--- config.mk ---
export PLATFORM = sky130hd
export DESIGN_NAME = sps_regs
export DESIGN_NICKNAME = d
export VERILOG_FILES = /design/src/sps_pkg.sv /design/src/sps_strap_capture.sv /design/src/sps_regs.sv
export VERILOG_INCLUDE_DIRS = /design/src
export SDC_FILE = /design/constraint.sdc
export NUM_CORES = 1
export LEC_CHECK = 0
export BUFFER_PORTS_ARGS = -buffer_cell sky130_fd_sc_hd__buf_2
export CORE_ASPECT_RATIO = 0.6
export CORE_MARGIN = 3
export CORE_UTILIZATION = 30
export DETAILED_ROUTE_END_ITERATION = 12
export PLACE_DENSITY = 0.59
export SETUP_SLACK_MARGIN = 0.15
export SLEW_MARGIN = 20
export SYNTH_ARGS = -nofsm -noshare
export SYNTH_HDL_FRONTEND = slang
export SYNTH_SLANG_ARGS = --single-unit
--- constraint.sdc ---
create_clock -name CLK -period 4.8 [get_ports CLK]
set_input_delay 0.72 -clock CLK [delete_from_list [all_inputs] [get_ports CLK]]
set_output_delay 0.72 -clock CLK [all_outputs]
set_load 0.02 [all_outputs]
--- src/sps_cfg.svh ---
/*
  Offsets, field positions, reset values and state codes of the switch
  status register and of the power-management control view.
  Assumes it is included by bare name, once per compilation unit.
*/
`ifndef SPS_CFG_SVH
`define SPS_CFG_SVH

// register addresses on the register access port
`define SPS_ADDR_W 12
`define SPS_OFS_PM_VIEW 12'h078
`define SPS_OFS_SWITCH_STATUS 12'h0A0

// power-management control view, both layouts
`define SPS_LAYOUT_BIT 31
`define SPS_L1ET_MSB 15
`define SPS_L1ET_LSB 0
`define SPS_L0ET_MSB 27
`define SPS_L0ET_LSB 16
`define SPS_L1ET_RESET 16'h03E8
`define SPS_L0ET_RESET 12'h6D6
`define SPS_PM_CURRENT_STATE_MSB 5
`define SPS_PM_CURRENT_STATE_RESET 6'h3F

// current-state codes
`define SPS_PM_L0 6'h00
`define SPS_PM_L0S_ENTRY 6'h01
`define SPS_PM_L0S 6'h02
`define SPS_PM_L1PCIPM_FIRST 6'h03
`define SPS_PM_L1PCIPM_LAST 6'h0A
`define SPS_PM_L1COMPLY_FIRST 6'h0B
`define SPS_PM_L1COMPLY_LAST 6'h0D
`define SPS_PM_L1ACCEPT_FIRST 6'h0E
`define SPS_PM_L1ACCEPT_LAST 6'h10
`define SPS_PM_L1REJECT 6'h11
`define SPS_PM_L1TIMED_FIRST 6'h12
`define SPS_PM_L1TIMED_LAST 6'h16
`define SPS_PM_L1ENTRY_FIRST 6'h17
`define SPS_PM_L1ENTRY_LAST 6'h19
`define SPS_PM_L1 6'h1A
`define SPS_PM_L23_ENTRY_FIRST 6'h1D
`define SPS_PM_L23_READY 6'h23

// switch status fields
`define SPS_STRAP_W 12
`define SPS_MODE_MSB 3
`define SPS_MODE_LSB 0
`define SPS_STRAP_MSB 11
`define SPS_MARKER_MSB 16
`define SPS_MARKER_LSB 13
`define SPS_MARKER_RESET 4'h0
`define SPS_IRQ_MSB 23
`define SPS_IRQ_LSB 20
`define SPS_STRAP_RESET 12'h000

`endif

--- src/sps_pkg.sv ---
/*
  Types shared by the switch status block: switch-mode codes and the
  strap capture states.
  Assumes nothing beyond a SystemVerilog compiler.
*/
package sps_pkg;

  // switch-mode strap codes; anything else is reserved
  typedef enum logic [3:0] {
    SPS_MODE_RSVD0 = 4'h0,
    SPS_MODE_RSVD1 = 4'h1,
    SPS_MODE_NTB = 4'h2,
    SPS_MODE_NTB_INIT = 4'h3,
    SPS_MODE_FAILOVER = 4'h4,
    SPS_MODE_FAILOVER_INIT = 4'h5
  } sps_mode_e;

  // strap capture: waiting for reset release, then holding
  typedef enum logic [1:0] {
    SPS_CAP_WAIT = 2'b01,
    SPS_CAP_HELD = 2'b10
  } sps_cap_e;

endpackage

--- src/sps_strap_capture.sv ---
/*
  Strap pin synchroniser and one-shot capture at fundamental reset release.
  Assumes RESET_N is held low for at least two clock edges so the
  synchroniser has settled before the capture edge.
*/
`include "sps_cfg.svh"

module sps_strap_capture
  import sps_pkg::*;
(
  input wire logic clk,
  input wire logic reset_n,
  input wire logic [`SPS_STRAP_W-1:0] strap_in,
  output logic [`SPS_STRAP_W-1:0] strap_q,
  output logic captured
);

  logic [`SPS_STRAP_W-1:0] sync_a;
  logic [`SPS_STRAP_W-1:0] sync_b;
  sps_cap_e cap_state;

  ////////////////////////////////////////////////////////////////////////////
  // two flops per strap; not reset, so they are settled when reset lifts
  for (genvar i = 0; i < `SPS_STRAP_W; i++) begin : g_sync
    always_ff @(posedge clk) begin
      sync_a[i] <= strap_in[i];
      sync_b[i] <= sync_a[i];
    end
  end

  ////////////////////////////////////////////////////////////////////////////
  // capture on the first edge after release, then hold until next reset
  always_ff @(posedge clk) begin
    if (!reset_n) begin
      cap_state <= SPS_CAP_WAIT;
      strap_q <= `SPS_STRAP_RESET;
    end else begin
      case (cap_state)
        SPS_CAP_WAIT: begin
          strap_q <= sync_b;
          cap_state <= SPS_CAP_HELD;
        end
        SPS_CAP_HELD: begin
          cap_state <= SPS_CAP_HELD;
        end
        default: begin
          cap_state <= SPS_CAP_WAIT;
        end
      endcase
    end
  end

  assign captured = (cap_state == SPS_CAP_HELD);
endmodule

--- src/sps_regs.sv ---
/*
  Switch status register and power-management control view, reached
  through a simple register access port fed by configuration reads or
  the SMBus slave.
  Assumes the port requests come from logic on CLK, one request a cycle,
  read and write never in the same cycle; strap pins are asynchronous.
*/
`include "sps_cfg.svh"
// How it works
// - bit 31 of the control view picks state-readout layout (1) or timer layout (0).
// - six-bit current-state field shows live PM state machine, 0x3F after reset.
// - state codes: L0 is 0, L0s entry 1, L0s 2.
// - eight L1 PCI-PM negotiation substates use codes 3 to 10.
// - L1 comply 11-13, L1 accept 14-16, L1 reject 17.
// - timed L1 18-22, L1 entry 23-25, settled L1 26.
// - L2/L3-ready entry from 29 upward; 35 is ready and also link down.
// - switch-mode field loads from the mode straps when leaving reset.
// - modes 2 to 5 are defined; 0, 1 and 6 upward are reserved.
// - status bits 4 and 5 hold downstream and upstream common-clock straps.
// - status bit 6 holds the master SMBus slow-mode strap.
// - status bits 7, 8, 9 hold lane-reversal straps of ports A, B, C.
// - status bit 10 holds the reference-clock mode strap.
// - status bit 11 holds the reset-halt strap.
// - four-bit marker is read/write, resets to zero, survives hot reset.
// - status bit 20 shows aggregated legacy interrupt A, one when asserted.
// - status bits 21 to 23 show aggregated legacy interrupts B, C, D.
module sps_regs
  import sps_pkg::*;
(
  input wire logic CLK,
  input wire logic RESET_N,
  input wire logic HOT_RESET_N,
  input wire logic [3:0] SWITCH_OPERATING_STRAP,
  input wire logic COMMON_CLOCK_DOWNSTREAM,
  input wire logic COMMON_CLOCK_UPSTREAM,
  input wire logic MASTER_SMBUS_SLOW,
  input wire logic PORT_A_LANE_REVERSE,
  input wire logic PORT_B_LANE_REVERSE,
  input wire logic PORT_C_LANE_REVERSE,
  input wire logic REFERENCE_CLOCK_SELECT,
  input wire logic RESET_HALT_STRAP,
  input wire logic [5:0] PM_STATE_IN,
  input wire logic [3:0] LEGACY_IRQ_STATE,
  input wire logic REG_WR,
  input wire logic REG_RD,
  input wire logic [`SPS_ADDR_W-1:0] REG_ADDR,
  input wire logic [3:0] REG_BE,
  input wire logic [31:0] REG_WDATA,
  output logic [31:0] REG_RDATA,
  output logic REG_RVALID,
  output logic STRAPS_CAPTURED,
  output sps_pkg::sps_mode_e SWITCH_MODE,
  output logic SWITCH_MODE_VALID,
  output logic LAYOUT_SELECT,
  output logic [15:0] L1_ENTRY_TIMER,
  output logic [11:0] L0S_ENTRY_TIMER,
  output logic PM_IN_L0S,
  output logic PM_IN_L1,
  output logic PM_IN_L23
);

  import sps_pkg::*;

  logic [`SPS_STRAP_W-1:0] strap_pins;
  logic [`SPS_STRAP_W-1:0] strap_q;
  logic straps_captured;
  logic [5:0] pm_state_q;
  logic [3:0] irq_q;
  logic [3:0] marker;
  logic layout_sel;
  logic [15:0] l1_timer;
  logic [11:0] l0s_timer;
  logic [31:0] be_mask;
  logic [31:0] wr_bits;
  logic sel_pm_view;
  logic sel_status;
  logic [31:0] pm_view_word;
  logic [31:0] status_word;
  logic [31:0] next_rdata;
  logic next_in_l0s;
  logic next_in_l1;
  logic next_in_l23;
  logic next_mode_valid;
  logic in_l0s;
  logic in_l1;
  logic in_l23;
  logic mode_valid;

  ////////////////////////////////////////////////////////////////////////////
  // strap pins gathered in status-bit order, synchronised and captured once
  assign strap_pins = {RESET_HALT_STRAP, REFERENCE_CLOCK_SELECT, PORT_C_LANE_REVERSE,
                       PORT_B_LANE_REVERSE, PORT_A_LANE_REVERSE, MASTER_SMBUS_SLOW,
                       COMMON_CLOCK_UPSTREAM, COMMON_CLOCK_DOWNSTREAM,
                       SWITCH_OPERATING_STRAP};

  sps_strap_capture u_capture (
    .clk(CLK),
    .reset_n(RESET_N),
    .strap_in(strap_pins),
    .strap_q(strap_q),
    .captured(straps_captured)
  );

  ////////////////////////////////////////////////////////////////////////////
  // address decode and byte-lane write mask
  always_comb begin
    if (REG_ADDR == `SPS_OFS_PM_VIEW) begin
      sel_pm_view = 1'b1;
      sel_status = 1'b0;
    end else if (REG_ADDR == `SPS_OFS_SWITCH_STATUS) begin
      sel_pm_view = 1'b0;
      sel_status = 1'b1;
    end else begin
      sel_pm_view = 1'b0;
      sel_status = 1'b0;
    end
  end

  assign be_mask = {{8{REG_BE[3]}}, {8{REG_BE[2]}}, {8{REG_BE[1]}}, {8{REG_BE[0]}}};
  assign wr_bits = REG_WDATA & be_mask;

  ////////////////////////////////////////////////////////////////////////////
  // live PM state; no synchroniser since the link state machine shares CLK
  always_ff @(posedge CLK) begin
    if (!RESET_N) begin
      pm_state_q <= `SPS_PM_CURRENT_STATE_RESET;
    end else begin
      pm_state_q <= PM_STATE_IN;
    end
  end

  ////////////////////////////////////////////////////////////////////////////
  // aggregated legacy interrupt levels, registered for a clean read word
  always_ff @(posedge CLK) begin
    if (!RESET_N) begin
      irq_q <= 4'h0;
    end else begin
      irq_q <= LEGACY_IRQ_STATE;
    end
  end

  ////////////////////////////////////////////////////////////////////////////
  // marker: only fundamental reset clears it, so software state survives hot reset
  always_ff @(posedge CLK) begin
    if (!RESET_N) begin
      marker <= `SPS_MARKER_RESET;
    end else if (REG_WR && sel_status) begin
      marker <= (marker & ~be_mask[`SPS_MARKER_MSB:`SPS_MARKER_LSB]) |
                wr_bits[`SPS_MARKER_MSB:`SPS_MARKER_LSB];
    end
  end

  ////////////////////////////////////////////////////////////////////////////
  // layout select bit; an ordinary field, so hot reset clears it too
  always_ff @(posedge CLK) begin
    if (!RESET_N || !HOT_RESET_N) begin
      layout_sel <= 1'b0;
    end else if (REG_WR && sel_pm_view && REG_BE[3]) begin
      layout_sel <= REG_WDATA[`SPS_LAYOUT_BIT];
    end
  end

  ////////////////////////////////////////////////////////////////////////////
  // entry timers exist only in the timer layout; the readout layout shows
  // those bits as read-only, so writes there leave the timers alone
  always_ff @(posedge CLK) begin
    if (!RESET_N || !HOT_RESET_N) begin
      l1_timer <= `SPS_L1ET_RESET;
      l0s_timer <= `SPS_L0ET_RESET;
    end else if (REG_WR && sel_pm_view && !layout_sel) begin
      l1_timer <= (l1_timer & ~be_mask[`SPS_L1ET_MSB:`SPS_L1ET_LSB]) |
                  wr_bits[`SPS_L1ET_MSB:`SPS_L1ET_LSB];
      l0s_timer <= (l0s_timer & ~be_mask[`SPS_L0ET_MSB:`SPS_L0ET_LSB]) |
                   wr_bits[`SPS_L0ET_MSB:`SPS_L0ET_LSB];
    end
  end

  ////////////////////////////////////////////////////////////////////////////
  // the two views of the control register; reserved bits are hard zeros
  always_comb begin
    pm_view_word = 32'h0000_0000;
    pm_view_word[`SPS_LAYOUT_BIT] = layout_sel;
    if (layout_sel) begin
      pm_view_word[`SPS_PM_CURRENT_STATE_MSB:0] = pm_state_q;
    end else begin
      pm_view_word[`SPS_L1ET_MSB:`SPS_L1ET_LSB] = l1_timer;
      pm_view_word[`SPS_L0ET_MSB:`SPS_L0ET_LSB] = l0s_timer;
    end
  end

  // status word: captured straps low, marker, interrupt levels, zeros elsewhere
  always_comb begin
    status_word = 32'h0000_0000;
    status_word[`SPS_STRAP_MSB:0] = strap_q;
    status_word[`SPS_MARKER_MSB:`SPS_MARKER_LSB] = marker;
    status_word[`SPS_IRQ_MSB:`SPS_IRQ_LSB] = irq_q;
  end

  // unmapped addresses read as zero rather than stalling the requester
  always_comb begin
    if (sel_pm_view) begin
      next_rdata = pm_view_word;
    end else if (sel_status) begin
      next_rdata = status_word;
    end else begin
      next_rdata = 32'h0000_0000;
    end
  end

  ////////////////////////////////////////////////////////////////////////////
  // read data held in a flop until the next read
  always_ff @(posedge CLK) begin
    if (!RESET_N) begin
      REG_RDATA <= 32'h0000_0000;
    end else if (REG_RD) begin
      REG_RDATA <= next_rdata;
    end
  end

  // read answer one cycle after the request
  always_ff @(posedge CLK) begin
    if (!RESET_N) begin
      REG_RVALID <= 1'b0;
    end else begin
      REG_RVALID <= REG_RD;
    end
  end

  ////////////////////////////////////////////////////////////////////////////
  // classify the state code for power control; 35 counts as L2/L3 even
  // though the same code also means link down, which cannot be told apart
  always_comb begin
    next_in_l0s = (pm_state_q == `SPS_PM_L0S_ENTRY) || (pm_state_q == `SPS_PM_L0S);
    next_in_l1 = (pm_state_q >= `SPS_PM_L1PCIPM_FIRST) &&
                 (pm_state_q <= `SPS_PM_L1);
    next_in_l23 = (pm_state_q >= `SPS_PM_L23_ENTRY_FIRST) &&
                  (pm_state_q <= `SPS_PM_L23_READY);
  end

  always_ff @(posedge CLK) begin
    if (!RESET_N) begin
      in_l0s <= 1'b0;
      in_l1 <= 1'b0;
      in_l23 <= 1'b0;
    end else begin
      in_l0s <= next_in_l0s;
      in_l1 <= next_in_l1;
      in_l23 <= next_in_l23;
    end
  end

  ////////////////////////////////////////////////////////////////////////////
  // switch-mode validity from the captured code
  always_comb begin
    next_mode_valid = (strap_q[`SPS_MODE_MSB:`SPS_MODE_LSB] >= SPS_MODE_NTB) &&
                      (strap_q[`SPS_MODE_MSB:`SPS_MODE_LSB] <= SPS_MODE_FAILOVER_INIT);
  end

  always_ff @(posedge CLK) begin
    if (!RESET_N) begin
      mode_valid <= 1'b0;
    end else begin
      mode_valid <= next_mode_valid;
    end
  end

  ////////////////////////////////////////////////////////////////////////////
  // outputs to the rest of the switch
  assign STRAPS_CAPTURED = straps_captured;
  assign SWITCH_MODE = sps_mode_e'(strap_q[`SPS_MODE_MSB:`SPS_MODE_LSB]);
  assign SWITCH_MODE_VALID = mode_valid;
  assign LAYOUT_SELECT = layout_sel;
  assign L1_ENTRY_TIMER = l1_timer;
  assign L0S_ENTRY_TIMER = l0s_timer;
  assign PM_IN_L0S = in_l0s;
  assign PM_IN_L1 = in_l1;
  assign PM_IN_L23 = in_l23;
endmodule

==> flow_summary.toml <==
[run_status]
status = "finished clean"

[clock_tree]
ctsHoldBuffers = 0
cts_num_sinks = 115
h-tree-depth = 4
tritoncts = "built"
post_cts_buffers = 0
cts_buffer_depth = 2
clk_latency_ns = 0.41
clk_pin_slew_ns = 0.06
cts_resized = 0
clk_root_buffer_cell = "clkbuf_16"
cts_buffers = 17

[yosys]
syn_avg_cell_area_um2 = 10.04
yosysUniqueCellTypes = 36
ys_warn_count = 0
synth.top_cell.area_share_pct = 55.94
syn-cell-area_mm2 = 0.004115
synth_cells = 410
yosysSeqAreaShare_pct = 55.94
synth.area.top_cells = "dfxtp_1 (56%), mux2i_1 (10%), nand2_1 (5.5%)"
synth-seq-cells = 115
synth_top_area_cell = "dfxtp_1"

[global_route]
grt_overflow = 0
track_usage_pct = 14.77
grt_pass1_vias = 3326
grt_max_degree = 60
antenna_found_initial = 0
grt_pass1_wl_mm = 17.51

[die]
die_width_um = 157.2
die_h_um = 96.72
initial_core_util_pct = 31.34
ios = 146
core_mm2 = 0.01313
dieArea_mm2 = 0.01520
rows = 32

[placed_design]
io_buffers = 139
routabilityCongestion = 0.7586
dp_hpwl_mm = 7.904
postPlaceCellArea_mm2 = 0.004890

[layout]
layout_common_cells = "buf_2 (139), dfxtp_1 (115), nand2_1 (60)"
final_util_pct = 42.10
area_growth_syn_to_layout_pct = 34.36
layout_commonest_cell = "buf_2"
num_antenna_cells = 0
design_area_mm2 = 0.005529
drive_gt1_share_pct = 34.36
final_nets = 617

[timing]
worst_slew_pin_slew_ns = 1.021
setup_violations = 0
hold_viol = 0
post-route-min-period_ns = 2.692
finalMaxSlewViolations = 0
max_freq_ghz = 0.3715
skew_ns = 0.01031
grt_setup_unrepaired = "false"
tns_ns = 0
slew_headroom_pct = 31.52
fin_crit_sh_pct = 56.09

[worst_setup_path]
cp_slowest_cell = "clkinv_1"
crit_chain = "buf_2 > clkinv_1 > a2111oi_0"
start_kind = "input port"
path_class = "in2reg"
worstSetupEndpointType = "register"
worstPathMaxFanout = 34
critPathArrivalTime_ns = 2.95
critPathMaxStageDelay_ns = 1.00
cp.required_ns = 5.06

[pwr]
ir_worst_vdd_v = 0.0001971
cellLeakagePower_uw = 0.002318
power_density_mw_per_mm2 = 478.3
total_power_uw = 2645

[flow_run]
cap_viol_max_count = 0

[hold_path]
min-delay-path-class = "reg2reg"

[detailed_routing]
viasPerCell = 4.726
drc_errors = 0
routed_wl_mm = 11.16
route.vias.total = 3417
post_drt_wl_per_cell_um = 15.43
drt_iter0_markers = 94
antenna_left = 0
dr.pass1.iters = 6
-- path summary, 6_finish.rpt --
path                              end  slack, ns  cells after the start                 from
setup / recovery             PM_IN_L1       2.11                      3              RESET_N
hold / removal    u_capture.sync_b[5]       0.32                      0  u_capture.sync_a[5]
setup reg to reg             register       2.75                      4        LAYOUT_SELECT
hold reg to reg   u_capture.sync_b[5]       0.32                      0  u_capture.sync_a[5]
-- area by class of cell --
class                   instances  area, um2
fillers                      1291       7604
flip-flops and latches        115       2302
multi-input cells             261       1649
repair buffers                141      710.7
clock buffers                  18      439.2
well taps                     170      212.7
clock inverters                14      200.2
inverters                       4      15.01
-- synth_stat cells, drive strengths merged --
cell       n
nand3b     3
nand4b     1
clkbuf    19
nor3       3
ha         2
nand3     11
buf       13
and2       6
nand2b    15
o2111ai    1
o31ai      1
nor4       7
a21oi     11
xnor2      2
nand4      3
or3        1
dfxtp    115
inv        4
nor2      33
a31oi     20
mux2i     42
a2111oi    1
or4        3
mux2       7
or4b       2
conb       1
or2        1
o21ai     22
nand2     60
-- critical path, delay by kind of cell --
family                 cells  cell delay [ns]
AOI/OAI and AO/OA          1             0.70
buffers and inverters      2             1.50
-- power by group --
group / switching [uW] / internal [uW]
combinational: 142 / 106
sequential: 34.1 / 1020
clock: 456 / 888
total: 633 / 2010
-- cell families (layout without fill, tap and decap cells) --
logic type      count (synthesis)  in the layout  share of synthesized area, %
compound gates                 56             56                         7.662
xor+xnor                        2              2                        0.4257
fa+ha+maj                       2              2                        0.6080
buf+inv                        36            177                         4.287
flops                         115            115                         55.94
mux                            49             49                         12.13
other cells                     1              3                       0.09113
simple gates                  149            149                         18.85
-- routing by layer --
layer / track usage [%] / wire, um / vias up
li1: - / - / 1660
met1: 20.36 / 5240 / 1625
met2: 22.17 / 4889 / 121
met3: 5.051 / 935 / 11
met4: 3.800 / 91 / 0
met5: 0 / 0 / -
-- per-stage QoR --
stage,worst slack (ns),hold slack [ns],instances
detailed placement,1.717,0.3128,691
floorplan,2.406,0.3096,412
global placement,1.745,0.3122,691
finish,2.108,0.3250,723
CTS,2.141,0.3217,723
global route,1.849,0.3329,723
(Power assumes the default switching activity.)
